$ cat config.mk
export PLATFORM = sky130hd
export DESIGN_NAME = sslc_core
export DESIGN_NICKNAME = d
export VERILOG_FILES = /design/src/core/sslc_pkg.sv /design/src/core/sslc_core.sv
export SDC_FILE = /design/constraint.sdc
export NUM_CORES = 1
export LEC_CHECK = 0
export ABC_AREA = 1
export BUFFER_PORTS_ARGS = -buffer_cell sky130_fd_sc_hd__buf_2
export CORE_ASPECT_RATIO = 1.4
export CORE_MARGIN = 5
export CORE_UTILIZATION = 55
export DETAILED_ROUTE_END_ITERATION = 16
export PLACE_DENSITY = 0.76
export SLEW_MARGIN = 20
export SYNTH_ARGS = -nofsm -noshare
export SYNTH_HDL_FRONTEND = slang
export SYNTH_SLANG_ARGS = --single-unit
$ cat constraint.sdc
create_clock -name CLK -period 3.7 [get_ports CLK]
set_input_delay 0.185 -clock CLK [delete_from_list [all_inputs] [get_ports CLK]]
set_output_delay 0.185 -clock CLK [all_outputs]
set_load 0.005 [all_outputs]
$ cat src/core/sslc_pkg.sv
// constants and types of the spindle speed loop controller
`default_nettype none
package sslc_pkg;
	// ----------------------------------------------------------------
	// timing and loop constants
	// ----------------------------------------------------------------
	localparam int CLK_HZ       = 32'h0EE6_B280;          // 250 MHz
	localparam int REF_HZ       = 32'h001E_8480;          // 2 MHz reference
	localparam int REF_MIN_HZ   = 32'h0000_0064;          // 100 Hz slowest ref
	localparam int STALL_MIN_MS = 32'h0000_0352;          // 850 ms least
	localparam int STALL_MAX_MS = 32'h0000_0384;          // 900 ms most
	localparam int CNT_PRESET   = 32'h0000_8238;          // 33336 ticks per rev
	localparam int REV_SHUT_RPM = 32'h0000_0064;          // reverse shutdown speed
	// ref ticks to stall, least time rounds up
	localparam int STALL_TICKS  = (STALL_MIN_MS * (REF_HZ / 1000) + 0);
	// clk cycles without a ref edge, longest time rounds down
	localparam int REF_LOSS_CYC = CLK_HZ / (2 * REF_MIN_HZ);
	// ref ticks per revolution at reverse shutdown speed
	localparam int REV_SHUT_TICKS = (REF_HZ / REV_SHUT_RPM) * 60;
	localparam int CNT_W        = 32'h0000_0016;          // 22-bit signed counter
	localparam int PROP_MAX     = 32'h0000_003F;          // +63 linear limit
	localparam int PROP_MIN     = -32'sh0000_0040;        // -64 linear limit
	localparam int ACC_STEP     = 32'h0000_0100;          // addend clamp
	localparam int ACC_MAX      = 32'h0000_07FF;          // 12-bit accumulator
	localparam int CTRL_BIAS    = 32'h0000_0080;          // summer mid point
	localparam int CTRL_FULL    = 32'h0000_00FF;          // boost / start drive
	// ----------------------------------------------------------------
	// register map, byte addresses
	// ----------------------------------------------------------------
	localparam logic [7:0] OFS_CTRL     = 8'h00;
	localparam logic [7:0] OFS_STATE    = 8'h04;
	localparam logic [7:0] OFS_PERIOD   = 8'h08;
	localparam logic [7:0] OFS_IRQ_STAT = 8'h0C;
	localparam logic [7:0] OFS_IRQ_CLR  = 8'h10;
	localparam logic [7:0] OFS_IRQ_EN   = 8'h14;
	localparam logic       CTRL_RST     = 1'h1;               // drive enabled
	localparam int         IRQ_N        = 32'h0000_0006;
	// irq bits: 0 stall 1 supply 2 ref loss 3 lock 4 brake stop 5 index
	// ----------------------------------------------------------------
	// types
	// ----------------------------------------------------------------
	typedef struct packed {
		logic [5:0] prop;                               // proportional code
		logic [7:0] integ;                              // integral code
	} sslc_loop_t;
	typedef enum logic [1:0] {PH_NONE, PH_A, PH_B, PH_C} sslc_phase_t;
endpackage : sslc_pkg
`default_nettype wire

$ cat src/core/sslc_core.sv
// spindle speed loop controller core with apb registers
`timescale 1ns/1ps
`default_nettype none
// Function
// [RL1] preset speed counter on every index pulse
// [RL2] next index: remainder to proportional, accumulate
// [RL3] integral converter from accumulator high bits
// [RL4] overflow decode clamps proportional code
// [RL5] overflow raises boost toward summer
// [RL6] accumulator range wider than proportional span
// [RL7] full counter doubles as timeout timer
// [RL8] no index within timeout means stall
// [RL9] stall holds current zero until index
// [RL10] fault high while stalled
// [RL11] low supply: drivers off, fault high
// [RL12] slow reference: drivers off, fault high
// [RL13] lock pulled low within linear range
// [RL14] brake input low reverses driver phasing
// [RL15] braking below shutdown speed: drivers off
// [RL16] host never brakes below minimum speed
// [RL17] hall state selects driven phase
// [RL18] preset equals ticks per target revolution
module sslc_core #(
	parameter int STALL_TICKS  = sslc_pkg::STALL_TICKS,
	parameter int REF_LOSS_CYC = sslc_pkg::REF_LOSS_CYC
) (
	input  wire logic               CLK,
	input  wire logic               RESETN,
	input  wire logic               PSEL,
	input  wire logic               PENABLE,
	input  wire logic               PWRITE,
	input  wire logic [7:0]         PADDR,
	input  wire logic [31:0]        PWDATA,
	output logic [31:0]             PRDATA,
	output logic                    PREADY,
	output logic                    PSLVERR,
	input  wire logic               REFERENCE_CLOCK_IN,
	input  wire logic               INDEX_HALL_INPUT,
	input  wire logic               SECOND_HALL_INPUT,
	input  wire logic               THIRD_HALL_INPUT,
	input  wire logic               RUN_BRAKE,
	input  wire logic               SUPPLY_LOW,
	output logic                    HALL_BIAS_OUTPUT,
	output logic [7:0]              PHASE_A_DRIVE,
	output logic [7:0]              PHASE_B_DRIVE,
	output logic [7:0]              PHASE_C_DRIVE,
	output sslc_pkg::sslc_loop_t    LOOP_DAC,
	output logic                    BOOST,
	output logic                    FAULT,
	output logic                    LOCK_O,
	output logic                    LOCK_OE,
	output logic                    IRQ
);
	localparam int CW = sslc_pkg::CNT_W;
	localparam logic signed [CW-1:0] PRESET_S = CW'(sslc_pkg::CNT_PRESET);
	localparam logic signed [CW-1:0] FLOOR_S  = CW'(sslc_pkg::CNT_PRESET - STALL_TICKS);
	localparam logic signed [CW-1:0] REV_S    =
		CW'(sslc_pkg::CNT_PRESET - sslc_pkg::REV_SHUT_TICKS);
	localparam logic signed [CW-1:0] PMAX_S   = CW'(sslc_pkg::PROP_MAX);
	localparam logic signed [CW-1:0] PMIN_S   = CW'(sslc_pkg::PROP_MIN);
	localparam logic signed [CW-1:0] STEP_S   = CW'(sslc_pkg::ACC_STEP);
	localparam logic signed [12:0]   AMAX_S   = 13'(sslc_pkg::ACC_MAX);
	localparam logic [22:0]          LOSS_C   = 23'(REF_LOSS_CYC);

	// ----------------------------------------------------------------
	// input synchronisers
	// ----------------------------------------------------------------
	logic [5:0] sync1_reg;                  // first stage, read only by second
	logic [5:0] sync2_reg;                  // {sup, run, h3, h2, h1, ref}
	logic       ref_prev_reg;               // for ref edge detect
	logic       h1_prev_reg;                // for index edge detect

	// two flops per pin, every pin is asynchronous to CLK
	always_ff @(posedge CLK) begin
		if (!RESETN) begin
			sync1_reg <= 6'h00;
			sync2_reg <= 6'h10;
		end else begin
			sync1_reg <= {SUPPLY_LOW, RUN_BRAKE, THIRD_HALL_INPUT,
				SECOND_HALL_INPUT, INDEX_HALL_INPUT, REFERENCE_CLOCK_IN};
			sync2_reg <= sync1_reg;
		end
	end

	// edge history taken from the second stage only
	always_ff @(posedge CLK) begin
		if (!RESETN) begin
			ref_prev_reg <= 1'b0;
			h1_prev_reg  <= 1'b0;
		end else begin
			ref_prev_reg <= sync2_reg[0];
			h1_prev_reg  <= sync2_reg[1];
		end
	end

	logic ref_tick;                         // one ref rising edge
	logic index;                            // rising index edge
	logic braking;                          // run/brake input low
	logic supply_bad;                       // low supply level
	assign ref_tick   = sync2_reg[0] & ~ref_prev_reg;
	assign index      = sync2_reg[1] & ~h1_prev_reg;
	assign braking    = ~sync2_reg[4];
	assign supply_bad = sync2_reg[5];

	// ----------------------------------------------------------------
	// speed counter and timeout
	// ----------------------------------------------------------------
	logic signed [CW-1:0] cnt_reg;          // counts down from preset
	logic                 at_floor;         // stall interval reached
	logic                 valid_reg;        // a measured revolution is held
	assign at_floor = (cnt_reg <= FLOOR_S);

	// reset doubles as power onset, so timing starts at once
	always_ff @(posedge CLK) begin
		if (!RESETN) begin
			cnt_reg <= PRESET_S;
		end else if (index) begin
			cnt_reg <= PRESET_S;                        // see RL1 see RL18
		end else if (ref_tick && !at_floor) begin
			cnt_reg <= cnt_reg - CW'(1);                // see RL7
		end
	end

	// the first index only starts a measurement
	always_ff @(posedge CLK) begin
		if (!RESETN) begin
			valid_reg <= 1'b0;
		end else if (index) begin
			valid_reg <= 1'b1;
		end else if (at_floor) begin
			valid_reg <= 1'b0;
		end
	end

	// ----------------------------------------------------------------
	// error decode, proportional and integral paths
	// ----------------------------------------------------------------
	logic                 fast;             // remainder above linear range
	logic                 slow;             // remainder below linear range
	logic signed [CW-1:0] addend;           // clamped accumulator input
	logic signed [12:0]   acc_sum;          // one bit of headroom
	logic signed [11:0]   acc_reg;          // saturating accumulator
	logic [5:0]           prop_reg;         // proportional code
	logic                 boost_reg;        // summer boost
	logic                 slow_reg;         // last decode was slow
	logic                 sample;           // index with a valid remainder
	assign fast   = (cnt_reg > PMAX_S);
	assign slow   = (cnt_reg < PMIN_S);
	assign sample = index & valid_reg;

	// small disturbances fill the wide accumulator before it saturates
	always_comb begin
		if (cnt_reg > STEP_S) begin
			addend = STEP_S;
		end else if (cnt_reg < -STEP_S) begin
			addend = -STEP_S;
		end else begin
			addend = cnt_reg;
		end
		acc_sum = 13'(acc_reg) + 13'(addend);
	end

	// proportional code clamps at the end it ran off
	always_ff @(posedge CLK) begin
		if (!RESETN) begin
			prop_reg <= 6'h00;
		end else if (sample) begin
			if (fast) begin
				prop_reg <= 6'h1F;                      // see RL4
			end else if (slow) begin
				prop_reg <= 6'h20;                      // see RL4
			end else begin
				prop_reg <= cnt_reg[6:1];               // see RL2
			end
		end
	end

	// saturating accumulation of the clamped remainder
	always_ff @(posedge CLK) begin
		if (!RESETN) begin
			acc_reg <= 12'h000;
		end else if (sample) begin
			if (acc_sum > AMAX_S) begin
				acc_reg <= 12'h7FF;                     // see RL6
			end else if (acc_sum < -AMAX_S - 13'sd1) begin
				acc_reg <= 12'h800;                     // see RL6
			end else begin
				acc_reg <= acc_sum[11:0];               // see RL2
			end
		end
	end

	// overflow flags held until the next revolution
	always_ff @(posedge CLK) begin
		if (!RESETN) begin
			boost_reg <= 1'b0;
			slow_reg  <= 1'b1;
		end else if (sample) begin
			boost_reg <= fast | slow;                   // see RL5
			slow_reg  <= slow;
		end
	end

	// ----------------------------------------------------------------
	// summer
	// ----------------------------------------------------------------
	logic signed [9:0] ctrl_s;              // bias minus both paths
	logic [7:0]        ctrl_reg;            // drive amplitude
	assign ctrl_s = 10'(sslc_pkg::CTRL_BIAS) - 10'(signed'(acc_reg[11:4])) - 10'(signed'(prop_reg));

	// slow decode, or none yet since reset, drives full scale: the start current
	always_ff @(posedge CLK) begin
		if (!RESETN) begin
			ctrl_reg <= 8'(sslc_pkg::CTRL_FULL);
		end else if (slow_reg) begin
			ctrl_reg <= 8'(sslc_pkg::CTRL_FULL);        // see RL5
		end else if (ctrl_s < 10'sd0) begin
			ctrl_reg <= 8'h00;
		end else if (ctrl_s > 10'(sslc_pkg::CTRL_FULL)) begin
			ctrl_reg <= 8'(sslc_pkg::CTRL_FULL);
		end else begin
			ctrl_reg <= ctrl_s[7:0];
		end
	end

	// ----------------------------------------------------------------
	// protection
	// ----------------------------------------------------------------
	logic        stall_reg;                 // stalled rotor
	logic [22:0] loss_cnt_reg;              // clk cycles since a ref edge
	logic        ref_loss_reg;              // reference too slow
	logic        brake_stop_reg;            // braking finished
	logic        lock_reg;                  // in linear range
	logic        fault_reg;                 // fault pin

	// index clears a stall: the counter restarts so no new hit that cycle
	always_ff @(posedge CLK) begin
		if (!RESETN) begin
			stall_reg <= 1'b0;
		end else if (index) begin
			stall_reg <= 1'b0;                          // see RL9
		end else if (at_floor) begin
			stall_reg <= 1'b1;                          // see RL8
		end
	end

	// any ref level change proves the reference alive
	always_ff @(posedge CLK) begin
		if (!RESETN) begin
			loss_cnt_reg <= 23'h00_0000;
			ref_loss_reg <= 1'b0;
		end else if (sync2_reg[0] != ref_prev_reg) begin
			loss_cnt_reg <= 23'h00_0000;
			ref_loss_reg <= 1'b0;
		end else if (loss_cnt_reg >= LOSS_C) begin
			ref_loss_reg <= 1'b1;                       // see RL12
		end else begin
			loss_cnt_reg <= loss_cnt_reg + 23'h00_0001;
		end
	end

	// caller keeps braking requests above the minimum speed, see RL16
	always_ff @(posedge CLK) begin
		if (!RESETN) begin
			brake_stop_reg <= 1'b0;
		end else if (!braking) begin
			brake_stop_reg <= 1'b0;
		end else if (cnt_reg <= REV_S) begin
			brake_stop_reg <= 1'b1;                     // see RL15
		end
	end

	// lock follows each decode, lost on stall
	always_ff @(posedge CLK) begin
		if (!RESETN) begin
			lock_reg <= 1'b0;
		end else if (at_floor) begin
			lock_reg <= 1'b0;
		end else if (sample) begin
			lock_reg <= ~(fast | slow);                 // see RL13
		end
	end

	// fault pin for stall, supply and reference loss
	always_ff @(posedge CLK) begin
		if (!RESETN) begin
			fault_reg <= 1'b0;
		end else begin
			fault_reg <= stall_reg | supply_bad | ref_loss_reg; // see RL10 see RL11
		end
	end

	// ----------------------------------------------------------------
	// commutation and drivers
	// ----------------------------------------------------------------
	logic                  ctrl_en_reg;     // software drive enable
	logic [2:0]            hall_eff;        // hall code after braking swap
	logic                  drv_off;         // all drivers off
	sslc_pkg::sslc_phase_t phase;           // selected driver
	assign hall_eff = braking ? ~sync2_reg[3:1] : sync2_reg[3:1]; // see RL14
	assign drv_off  = stall_reg | supply_bad | ref_loss_reg |
		brake_stop_reg | ~ctrl_en_reg;                  // see RL9 see RL11

	// inverted halls sit half a cycle on, giving reverse torque
	always_comb begin
		unique case (hall_eff)
			3'b001, 3'b011: phase = sslc_pkg::PH_A;     // see RL17
			3'b010, 3'b110: phase = sslc_pkg::PH_B;     // see RL17
			3'b100, 3'b101: phase = sslc_pkg::PH_C;     // see RL17
			default:        phase = sslc_pkg::PH_NONE;  // broken sensor
		endcase
	end

	// one phase carries the control voltage, the others rest
	always_ff @(posedge CLK) begin
		if (!RESETN) begin
			PHASE_A_DRIVE <= 8'h00;
			PHASE_B_DRIVE <= 8'h00;
			PHASE_C_DRIVE <= 8'h00;
		end else begin
			PHASE_A_DRIVE <= (!drv_off && phase == sslc_pkg::PH_A) ? ctrl_reg : 8'h00;
			PHASE_B_DRIVE <= (!drv_off && phase == sslc_pkg::PH_B) ? ctrl_reg : 8'h00;
			PHASE_C_DRIVE <= (!drv_off && phase == sslc_pkg::PH_C) ? ctrl_reg : 8'h00;
		end
	end

	assign LOOP_DAC.prop  = prop_reg;
	assign LOOP_DAC.integ = acc_reg[11:4];                  // see RL3
	assign BOOST          = boost_reg;
	assign FAULT          = fault_reg;
	assign LOCK_O         = 1'b0;
	assign LOCK_OE        = lock_reg;
	assign HALL_BIAS_OUTPUT = RESETN;

	// ----------------------------------------------------------------
	// interrupts
	// ----------------------------------------------------------------
	logic [5:0] irq_stat_reg;               // sticky events
	logic [5:0] irq_en_reg;                 // enables
	logic [5:0] ev;                         // event pulses
	logic [5:0] ev_prev_reg;                // level history
	logic [5:0] irq_clr;                    // write-one-to-clear
	logic       wr;                         // apb write access

	// levels become edge events so a held fault fires once
	always_ff @(posedge CLK) begin
		if (!RESETN) begin
			ev_prev_reg <= 6'h00;
		end else begin
			ev_prev_reg <= {index, brake_stop_reg, lock_reg,
				ref_loss_reg, supply_bad, stall_reg};
		end
	end
	assign ev = {index, brake_stop_reg, lock_reg, ref_loss_reg, supply_bad, stall_reg}
		& ~ev_prev_reg;
	assign irq_clr = (wr && PADDR == sslc_pkg::OFS_IRQ_CLR) ? PWDATA[5:0] : 6'h00;

	// a new event beats a clear in the same cycle
	always_ff @(posedge CLK) begin
		if (!RESETN) begin
			irq_stat_reg <= 6'h00;
		end else begin
			irq_stat_reg <= (irq_stat_reg & ~irq_clr) | ev;
		end
	end
	assign IRQ = |(irq_stat_reg & irq_en_reg);

	// ----------------------------------------------------------------
	// apb slave, one access cycle, read data staged in setup
	// ----------------------------------------------------------------
	logic setup;                            // apb setup phase
	assign setup  = PSEL & ~PENABLE;
	assign wr     = PSEL & PENABLE & PWRITE;
	assign PREADY = PSEL & PENABLE;

	// software writes land at the access edge
	always_ff @(posedge CLK) begin
		if (!RESETN) begin
			ctrl_en_reg <= sslc_pkg::CTRL_RST;
			irq_en_reg  <= 6'h00;
		end else if (wr && PADDR == sslc_pkg::OFS_CTRL) begin
			ctrl_en_reg <= PWDATA[0];
		end else if (wr && PADDR == sslc_pkg::OFS_IRQ_EN) begin
			irq_en_reg <= PWDATA[5:0];
		end
	end

	// read mux and error decode, unmapped or wrong direction errs
	always_ff @(posedge CLK) begin
		if (!RESETN) begin
			PRDATA  <= 32'h0000_0000;
			PSLVERR <= 1'b0;
		end else if (setup) begin
			PRDATA  <= 32'h0000_0000;
			PSLVERR <= 1'b0;
			unique case (PADDR)
				sslc_pkg::OFS_CTRL:     PRDATA <= {31'h0, ctrl_en_reg};
				sslc_pkg::OFS_STATE:    PRDATA <= {21'h0, sync2_reg[3:1], braking,
					boost_reg, slow_reg, brake_stop_reg, ref_loss_reg, lock_reg,
					stall_reg, fault_reg};
				sslc_pkg::OFS_PERIOD:   PRDATA <= 32'(signed'(cnt_reg));
				sslc_pkg::OFS_IRQ_STAT: begin
					PRDATA  <= {26'h0, irq_stat_reg};
					PSLVERR <= PWRITE;
				end
				sslc_pkg::OFS_IRQ_CLR:  PSLVERR <= ~PWRITE;
				sslc_pkg::OFS_IRQ_EN:   PRDATA <= {26'h0, irq_en_reg};
				default:                PSLVERR <= 1'b1;
			endcase
			if (PWRITE && (PADDR == sslc_pkg::OFS_STATE
				|| PADDR == sslc_pkg::OFS_PERIOD)) begin
				PSLVERR <= 1'b1;
			end
		end
	end
endmodule : sslc_core
`default_nettype wire

==> flow_summary.ini, run 1 <==
[cells_and_area]
largest_reg_flops = 23
multi_input_area_um2 = 4340
regArea_um2 = 3180
nFillCells = 1443
drive_above_1_share_pct = 13.2
syn2layout_area_growth_pct = 13.1
antenna_cells = 0
design_area_um2 = 9590
finalNonFillerCells = 1502
fin_nets = 1382

[floorplan]
rows = 53
die_h_um = 157
die-area_um2 = 18000
initial_utilization_pct = 56.1
core_um2 = 15100
io_pins = 129
die_w_um = 115

[critical_path]
cp.arrival_ns = 3.69
critPathKind = flop to flop
r2r_cells = 19
cp_data_required_time_ns = 4.02
start_kind = flop
rrSetupSlack_ns = 0.33
path_max_fanout = 8
r2r-start = cnt_reg[15]
end_kind = flop
r2r_end = acc_reg[6]

[clock_network]
numCtsBuffers = 17
cts_tree = yes
htreeDepth = 4
cts_setup_buffers = 0
cts_sinks = 159
clk_pin_slew_ns = 0.07
cts_root_buf = clkbuf_16
clockBufferDepth = 2
clock_latency_ns = 0.43

[yosys]
synth_top_area_share_pct = 37.5
synth_seq_area_share_pct = 37.5
syn_area_um2 = 8480
synth_nets = 1310
postSynthCellCount = 1225
syn_avg_cell_area_um2 = 6.92
synth_common_cells = 288 x nand2_1, 159 x dfxtp_1, 152 x inv_1, 123 x nor2_1, 107 x a21oi_1
ys_warn_count = 0
synth_ff_type = dfxtp_1
yosys.area.top_type = dfxtp_1
synthArstFlopShare_pct = 0
synth_edf_count = 0
yosysUniqueCellTypes = 45
synth_area_leaders = dfxtp_1 38%, nand2_1 13%, inv_1 6.7%
synthMostInstantiatedCell = nand2_1
ys_ff_latch = 159

[placement]
place_area_um2 = 8950
io_buffers = 101
place_congestion = 0.987
dp.cells = 1464
pre_cts_ws_ns = 0.274
hpwl_um = 16800

[routing]
via_count = 7956
totalWireLength_um = 22400
vias_per_cell = 5.30
routed.top_layer = met4
wl_met3_um = 1050
wl_met1_um = 9040
first_iter_violations = 597
wl_met2_um = 11600
post-route-drc-count = 0
wl_per_cell_um = 14.9
firstDrtPassIters = 6
antenna_left = 0

[sta]
finalSetupViolations = 0
post-route-min-period_ns = 3.37
setup_tns_ns = 0
finalHoldViolations = 0
worst_pin_slew_ns = 0.652
slew_headroom_pct = 56.4
max_clock_freq_mhz = 297
worst_slack_ns = 0.332
grt_setup_unrepaired = false
period_share_pct = 91.0
drv_slew = 0
fin_skew_ns = 0.00420

[pwr]
powerDensity_nw_per_um2 = 390
report.power.total_mw = 3.74
peakVddDrop_mv = 0.357
power_leakage_nw = 4.50

[status]
status = finished, final reports clean

[worst_hold_path]
hold_path_depth = 3
hold-path-endpoint = ctrl_en_reg
holdCritPathClass = input pin to flop
hp-start = PWDATA[0]

[global_routing]
grt_use_total_pct = 25.1
grt_max_degree = 34
grt_pass1_wl_um = 36500
grt_antenna_before_repair = 0
overflow = 0
grt_pass1_vias = 7812

[flow_run]
drv_cap = 0
-- worst max-delay path by stage --
stage | depth (start not counted) | slack [ns] | startpoint | endpoint
floorplan | 20 | 0.83 | cnt_reg[15] | acc_reg[0]
global placement | 19 | 0.31 | cnt_reg[15] | acc_reg[1]
detailed placement | 19 | 0.27 | cnt_reg[15] | acc_reg[2]
CTS | 19 | 0.25 | cnt_reg[15] | acc_reg[2]
global route | 20 | 0.02 | cnt_reg[15] | acc_reg[9]
finish | 19 | 0.33 | cnt_reg[15] | acc_reg[6]
-- what timing repair did --
action / CTS / global route
hold buffers: 6 / 0
endpoints found under the setup margin: 0 / 11
resized for setup: 0 / 4
endpoints found under the hold margin: 6 / 0
-- routing by layer --
layer	global-route usage, %	up-vias
li1	-	4070
met1	28.8	3595
met2	45.6	227
met3	4.08	64
met4	10.7	0
met5	0	-
-- metrics by stage --
stage | hold slack, ns | utilization (%)
global route | 0.0477 | 63.4
global placement | 0.369 | 59.2
finish | 0.0391 | 63.4
detailed placement | 0.373 | 59.2
floorplan | 0.283 | -
CTS | 0.0257 | 63.4
-- layout make-up --
cell class	instances	share of cell area, %
multi-input cells	841	45.3
clock buffers	17	4.44
clock inverters	15	1.55
repair buffers	118	6.76
inverters	160	6.26
flip-flops and latches	159	33.2
well taps	192	2.50
-- power by group --
part | leakage, nW | internal, mW | switching [mW]
Clock | 0.280 | 0.894 | 0.799
Sequential | 1.29 | 1.76 | 0.0290
Combinational | 2.93 | 0.0958 | 0.165
Total | 4.50 | 2.75 | 0.993
-- logic make-up after synthesis --
logic type               count (synthesis)  synth area share, %
AO/OA/AOI/OAI                          196                 12.1
XOR/XNOR                                47                 4.85
adder cells (fa/ha/maj)                 34                 5.19
buffers and inverters                  225                 11.4
flip-flops                             159                 37.5
other                                    1               0.0442
AND/OR/NAND/NOR                        563                 28.8
-- layout by cell type, fill, tap and decap left out, types with 17 or more instances in the layout --
| cell | instances |
|---|---|
| a21oi_1 | 106 |
| buf_2 | 101 |
| clkbuf_16 | 17 |
| dfxtp_1 | 158 |
| ha_1 | 32 |
| inv_1 | 152 |
| nand2_1 | 288 |
| nand3_1 | 82 |
| nand4_1 | 36 |
| nor2_1 | 120 |
| o21ai_0 | 69 |
| xor2_1 | 34 |
-- critical path: stages, from the launching register on --
cell and delay [ns]:
dfxtp_1 0.49, nand2_1 0.14, nor2_1 0.10, nand3_1 0.14, nor4_1 0.37, o21ai_2 0.19, nor2_1 0.13, ha_1 0.17
inv_1 0.05, fa_1 0.39, inv_1 0.11, nand3_1 0.07, nand2_1 0.12, nand3_1 0.13, nand3_1 0.11, nand2_1 0.05
nand2_1 0.10, nand2_1 0.18, nand2_1 0.13, a21oi_1 0.07
No activity file was read; power rests on OpenSTA's default activity.
==> run 2: changes to the inputs <==
==> constraint.sdc (replaced) <==
create_clock -name CLK -period 4.4 [get_ports CLK]
set_input_delay 0.22 -clock CLK [delete_from_list [all_inputs] [get_ports CLK]]
set_output_delay 0.22 -clock CLK [all_outputs]
set_load 0.005 [all_outputs]
==> flow_summary.ini, run 2 (same netlist as run 1, synthesis figures left out) <==
[global_routing]
grt_antenna_before_repair = 0
overflow = 0
grt_pass1_vias = 7490
grt_max_degree = 35
grt_pass1_wl_um = 35400
grt_use_total_pct = 24.4

[pwr]
power_frac_comb_pct = 6.6
p_int_mw = 2.42
powerDensity_nw_per_um2 = 341
power_leakage_nw = 4.48
power.switching_mw = 0.833
p_sw_share_pct = 25.6
power_frac_clock_pct = 47.2
seqPwrFrac_pct = 46.1
peakVddDrop_mv = 0.222

[sta]
slew_headroom_pct = 44.3
grt_setup_unrepaired = false
setup_tns_ns = 0
whs_ns = 0.00380
max_clock_freq_mhz = 281
post-route-min-period_ns = 3.56
period_share_pct = 80.9
finalSetupViolations = 0
fin_skew_ns = 0.00909
worst_pin_slew_ns = 0.835
drv_slew = 0
finalHoldViolations = 0

[floorplan]
core_um2 = 15100
io_pins = 129
die_w_um = 115
die-area_um2 = 18000
die_h_um = 157
initial_utilization_pct = 56.1
rows = 53

[critical_path]
path_max_fanout = 8
start_kind = flop
slowest_delay_ns = 0.45
cp.arrival_ns = 3.85
end_kind = flop
cp_data_required_time_ns = 4.69
path_cells = inv_1 > nand4_1 > nor2_1 > nand4_1 > nand3_1 > o21ai_2 > nor2_1 > ha_1 > inv_1 > fa_1 > inv_1 > nand3_1 > nand2_1 > nand3_1 > nand4_1 > nand2_1 > a21oi_1 > a21oi_1
critPathKind = flop to flop
slowest_stage = dfxtp_1

[routing]
wl_per_cell_um = 14.8
firstDrtPassIters = 5
antenna_left = 0
first_iter_violations = 578
totalWireLength_um = 22000
via_count = 8002
post-route-drc-count = 0
vias_per_cell = 5.36

[clock_network]
postCtsResizedCells = 0
clock_latency_ns = 0.43
htreeDepth = 4
cts_root_buf = clkbuf_16
cts_tree = yes
numCtsBuffers = 17
clockBufferDepth = 2
cts_setup_buffers = 0
clk_pin_slew_ns = 0.07
cts_sinks = 159

[placement]
place_area_um2 = 8910
place_congestion = 0.993
hpwl_um = 16600
io_buffers = 101

[cells_and_area]
final_cell_mix = 288 x nand2_1, 159 x dfxtp_1, 152 x inv_1, 122 x nor2_1, 107 x a21oi_1
drive_above_1_share_pct = 12.6
largest_reg_flops = 23
nFillCells = 1410
fin_nets = 1374
final_common_cell = nand2_1
design_area_um2 = 9550
syn2layout_area_growth_pct = 12.6
antenna_cells = 0

[flow_run]
drv_cap = 0

[worst_hold_path]
holdCritPathClass = input pin to flop

[status]
status = finished, final reports clean
run 2: cell count changes in the layout (fill, tap and decap cells not counted), moves of 2 or more:
cell           change
nor2_2             -2
bufinv_16          +2
nor2_1             +2
clkinv_4           -3
buf_4              -5
dlygate4sd3_1      -3
run 2: per-stage QoR:
stage | instances | power [mW] | util, % | setup slack [ns]
floorplan | 1225 | 1.67 | - | 1.53
global placement | 1459 | 1.74 | 58.9 | 0.964
detailed placement | 1459 | 1.75 | 58.9 | 0.890
CTS | 1494 | 3.28 | 63.2 | 0.869
global route | 1494 | 3.36 | 63.2 | 0.491
finish | 1494 | 3.25 | 63.2 | 0.840
run 2: power by group through the flow:
stage | clock (mW) | sequential (mW) | combinational, mW
floorplan | 0 | 1.53 | 0.145
global placement | 0 | 1.53 | 0.209
detailed placement | 0 | 1.53 | 0.214
CTS | 1.56 | 1.50 | 0.217
global route | 1.62 | 1.50 | 0.243
finish | 1.54 | 1.50 | 0.216
run 2: layout make-up:
cell class / instances / area [um2] / share of cell area, %
timing repair buffer: 110 / 581 / 6.08
tap: 192 / 240 / 2.51
multi-input combinational: 841 / 4330 / 45.4
clock buffer: 17 / 425 / 4.45
clock inverter: 15 / 189 / 1.98
sequential: 159 / 3180 / 33.3
inverter: 160 / 601 / 6.29
run 2: per-layer routing:
metal	global-route usage (%)	vias up	wire (um)
met5	0	-	0
met4	9.90	0	771
met3	4.19	59	1340
met2	44.2	263	11400
met1	28.1	3612	8560
li1	-	4068	-
run 2: what timing repair did:
action	4_1_cts	5_1_grt
endpoints found under the hold margin	3	0
hold buffers	3	0
setup endpoints to repair	0	0
run 2: worst paths after layout:
check | from | endpoint | slack [ns] | depth (start not counted)
worst max register to register | cnt_reg[21] | acc_reg[8] | 0.84 | 18
worst min register to register | ev_prev_reg[1] | irq_stat_reg[1] | 0.41 | 1
worst min-delay path | SECOND_HALL_INPUT | sync1_reg[2] | 0.004 | 3
worst max-delay path | cnt_reg[21] | acc_reg[8] | 0.84 | 18
run 2: worst max-delay path, delay by kind of cell, from the launching register on:
family | cells | cell delay (ns)
compound gates | 3 | 0.67
buf+inv | 3 | 0.41
fa+ha+maj | 2 | 0.57
flops | 1 | 0.45
simple gates | 10 | 1.30
==> run 3: changes to the inputs <==
==> constraint.sdc (replaced) <==
create_clock -name CLK -period 3.45 [get_ports CLK]
set_input_delay 0.1725 -clock CLK [delete_from_list [all_inputs] [get_ports CLK]]
set_output_delay 0.1725 -clock CLK [all_outputs]
set_load 0.005 [all_outputs]
==> flow_summary.ini, run 3 (same netlist as run 1, synthesis figures left out) <==
[worst_hold_path]
holdCritPathClass = input pin to flop

[global_routing]
grt_antenna_before_repair = 0
overflow = 0
grt_pass1_vias = 7567
grt_use_total_pct = 25.3
grt_max_degree = 34
grt_pass1_wl_um = 36600

[critical_path]
cp.arrival_ns = 3.44
cp_data_required_time_ns = 3.76
path_max_fanout = 8
critPathKind = flop to flop
end_kind = flop
start_kind = flop

[pwr]
power_frac_comb_pct = 6.9
powerDensity_nw_per_um2 = 422
power_leakage_nw = 4.56
p_int_mw = 3.02
seqPwrFrac_pct = 46.7
power_frac_clock_pct = 46.4
p_sw_share_pct = 26.2
peakVddDrop_mv = 0.360
power.switching_mw = 1.07

[routing]
wl_per_cell_um = 14.9
wl_met1_um = 9120
wl_met3_um = 1160
wl_met2_um = 11500
first_iter_violations = 721
totalWireLength_um = 22500
firstDrtPassIters = 5
via_count = 8092
antenna_left = 0
vias_per_cell = 5.34
post-route-drc-count = 0
routed.top_layer = met4

[floorplan]
core_um2 = 15100
die-area_um2 = 18000
die_w_um = 115
io_pins = 129
rows = 53
die_h_um = 157
initial_utilization_pct = 56.1

[sta]
finalSetupViolations = 0
fin_skew_ns = 0.00683
finalHoldViolations = 0
post-route-min-period_ns = 3.12
period_share_pct = 90.5
worst_pin_slew_ns = 0.717
max_clock_freq_mhz = 320
drv_slew = 0
grt_setup_unrepaired = false
slew_headroom_pct = 52.2
setup_tns_ns = 0
worst_slack_ns = 0.327

[cells_and_area]
largest_reg_flops = 23
final_common_cell = nand2_1
drive_above_1_share_pct = 13.8
fin_nets = 1394
antenna_cells = 0
final_cell_mix = 288 x nand2_1, 159 x dfxtp_1, 152 x inv_1, 120 x nor2_1, 107 x a21oi_1
syn2layout_area_growth_pct = 14.3

[placement]
hpwl_um = 16900
io_buffers = 101
pre_cts_ws_ns = 0.308
place_congestion = 1.00

[clock_network]
clockBufferDepth = 2
clk_pin_slew_ns = 0.07
cts_tree = yes
htreeDepth = 4
cts_root_buf = clkbuf_16
clock_latency_ns = 0.43
cts_sinks = 159
cts_setup_buffers = 0
numCtsBuffers = 17

[status]
status = finished, final reports clean

[flow_run]
drv_cap = 0
run 3: cell types whose count changed in the layout (fill, tap and decap cells not counted), sizes merged:
cell	before	now
bufinv	2	1
buf	107	124
inv	169	168
dlygate4sd3	3	6
clkinvlp	2	4
run 3: final cells by class:
| class | instances | area [um2] |
|---|---|---|
| multi-input combinational | 841 | 4340 |
| inverter | 160 | 601 |
| sequential | 159 | 3180 |
| fill | 1390 | 5420 |
| clock buffer | 17 | 425 |
| tap | 192 | 240 |
| timing repair buffer | 130 | 738 |
| clock inverter | 15 | 170 |
run 3: final timing paths:
kind | start | end | slack, ns | cells past startpoint
min reg2reg | sync1_reg[3] | sync2_reg[3] | 0.42 | 2
max | cnt_reg[15] | acc_reg[1] | 0.33 | 20
max reg2reg | cnt_reg[15] | acc_reg[1] | 0.33 | 20
min | PWDATA[0] | ctrl_en_reg | 0.03 | 3
run 3: metrics by stage:
stage,power [mW],util [%],cells,hold WS (ns),instance area [um2]
after floorplan,2.13,-,1225,0.270,8480
after global placement,2.22,59.8,1476,0.355,9040
after detailed placement,2.23,59.8,1476,0.358,9040
after CTS,4.12,64.1,1514,0.0192,9690
after global routing,4.24,64.1,1514,0.0416,9700
final,4.09,64.1,1514,0.0264,9700
run 3: power groups by stage:
stage	Sequential [mW]	Clock, mW	Combinational (mW)
final	1.91	1.90	0.282
after global routing	1.92	2.01	0.319
after CTS	1.91	1.92	0.283
after detailed placement	1.95	0	0.277
after global placement	1.95	0	0.272
after floorplan	1.95	0	0.184
run 3: layer usage:
metal	global-route usage, %	vias up
met1	30.0	3674
met2	45.1	254
met5	0	-
met3	4.19	60
met4	10.0	0
li1	-	4104
run 3: repair_timing:
action	in CTS	in global routing
endpoints found under the setup margin	0	11
hold buffers	6	0
hold endpoints to repair	6	0
resized for setup	0	2
run 3: critical path, cell delays in order (launching register included):
cell,delay (ns)
dfxtp_1,0.49
nand2_1,0.12
nor2_1,0.12
nand3_1,0.14
nor4_1,0.30
o21ai_2,0.12
nor2_1,0.11
ha_1,0.17
inv_1,0.05
fa_1,0.39
inv_1,0.11
nand3_1,0.07
nand2_1,0.09
nand3_1,0.12
nand3_1,0.11
nand2_1,0.05
nand2_1,0.09
a21oi_1,0.07
buf_4,0.17
nand2_1,0.05
a21oi_1,0.05
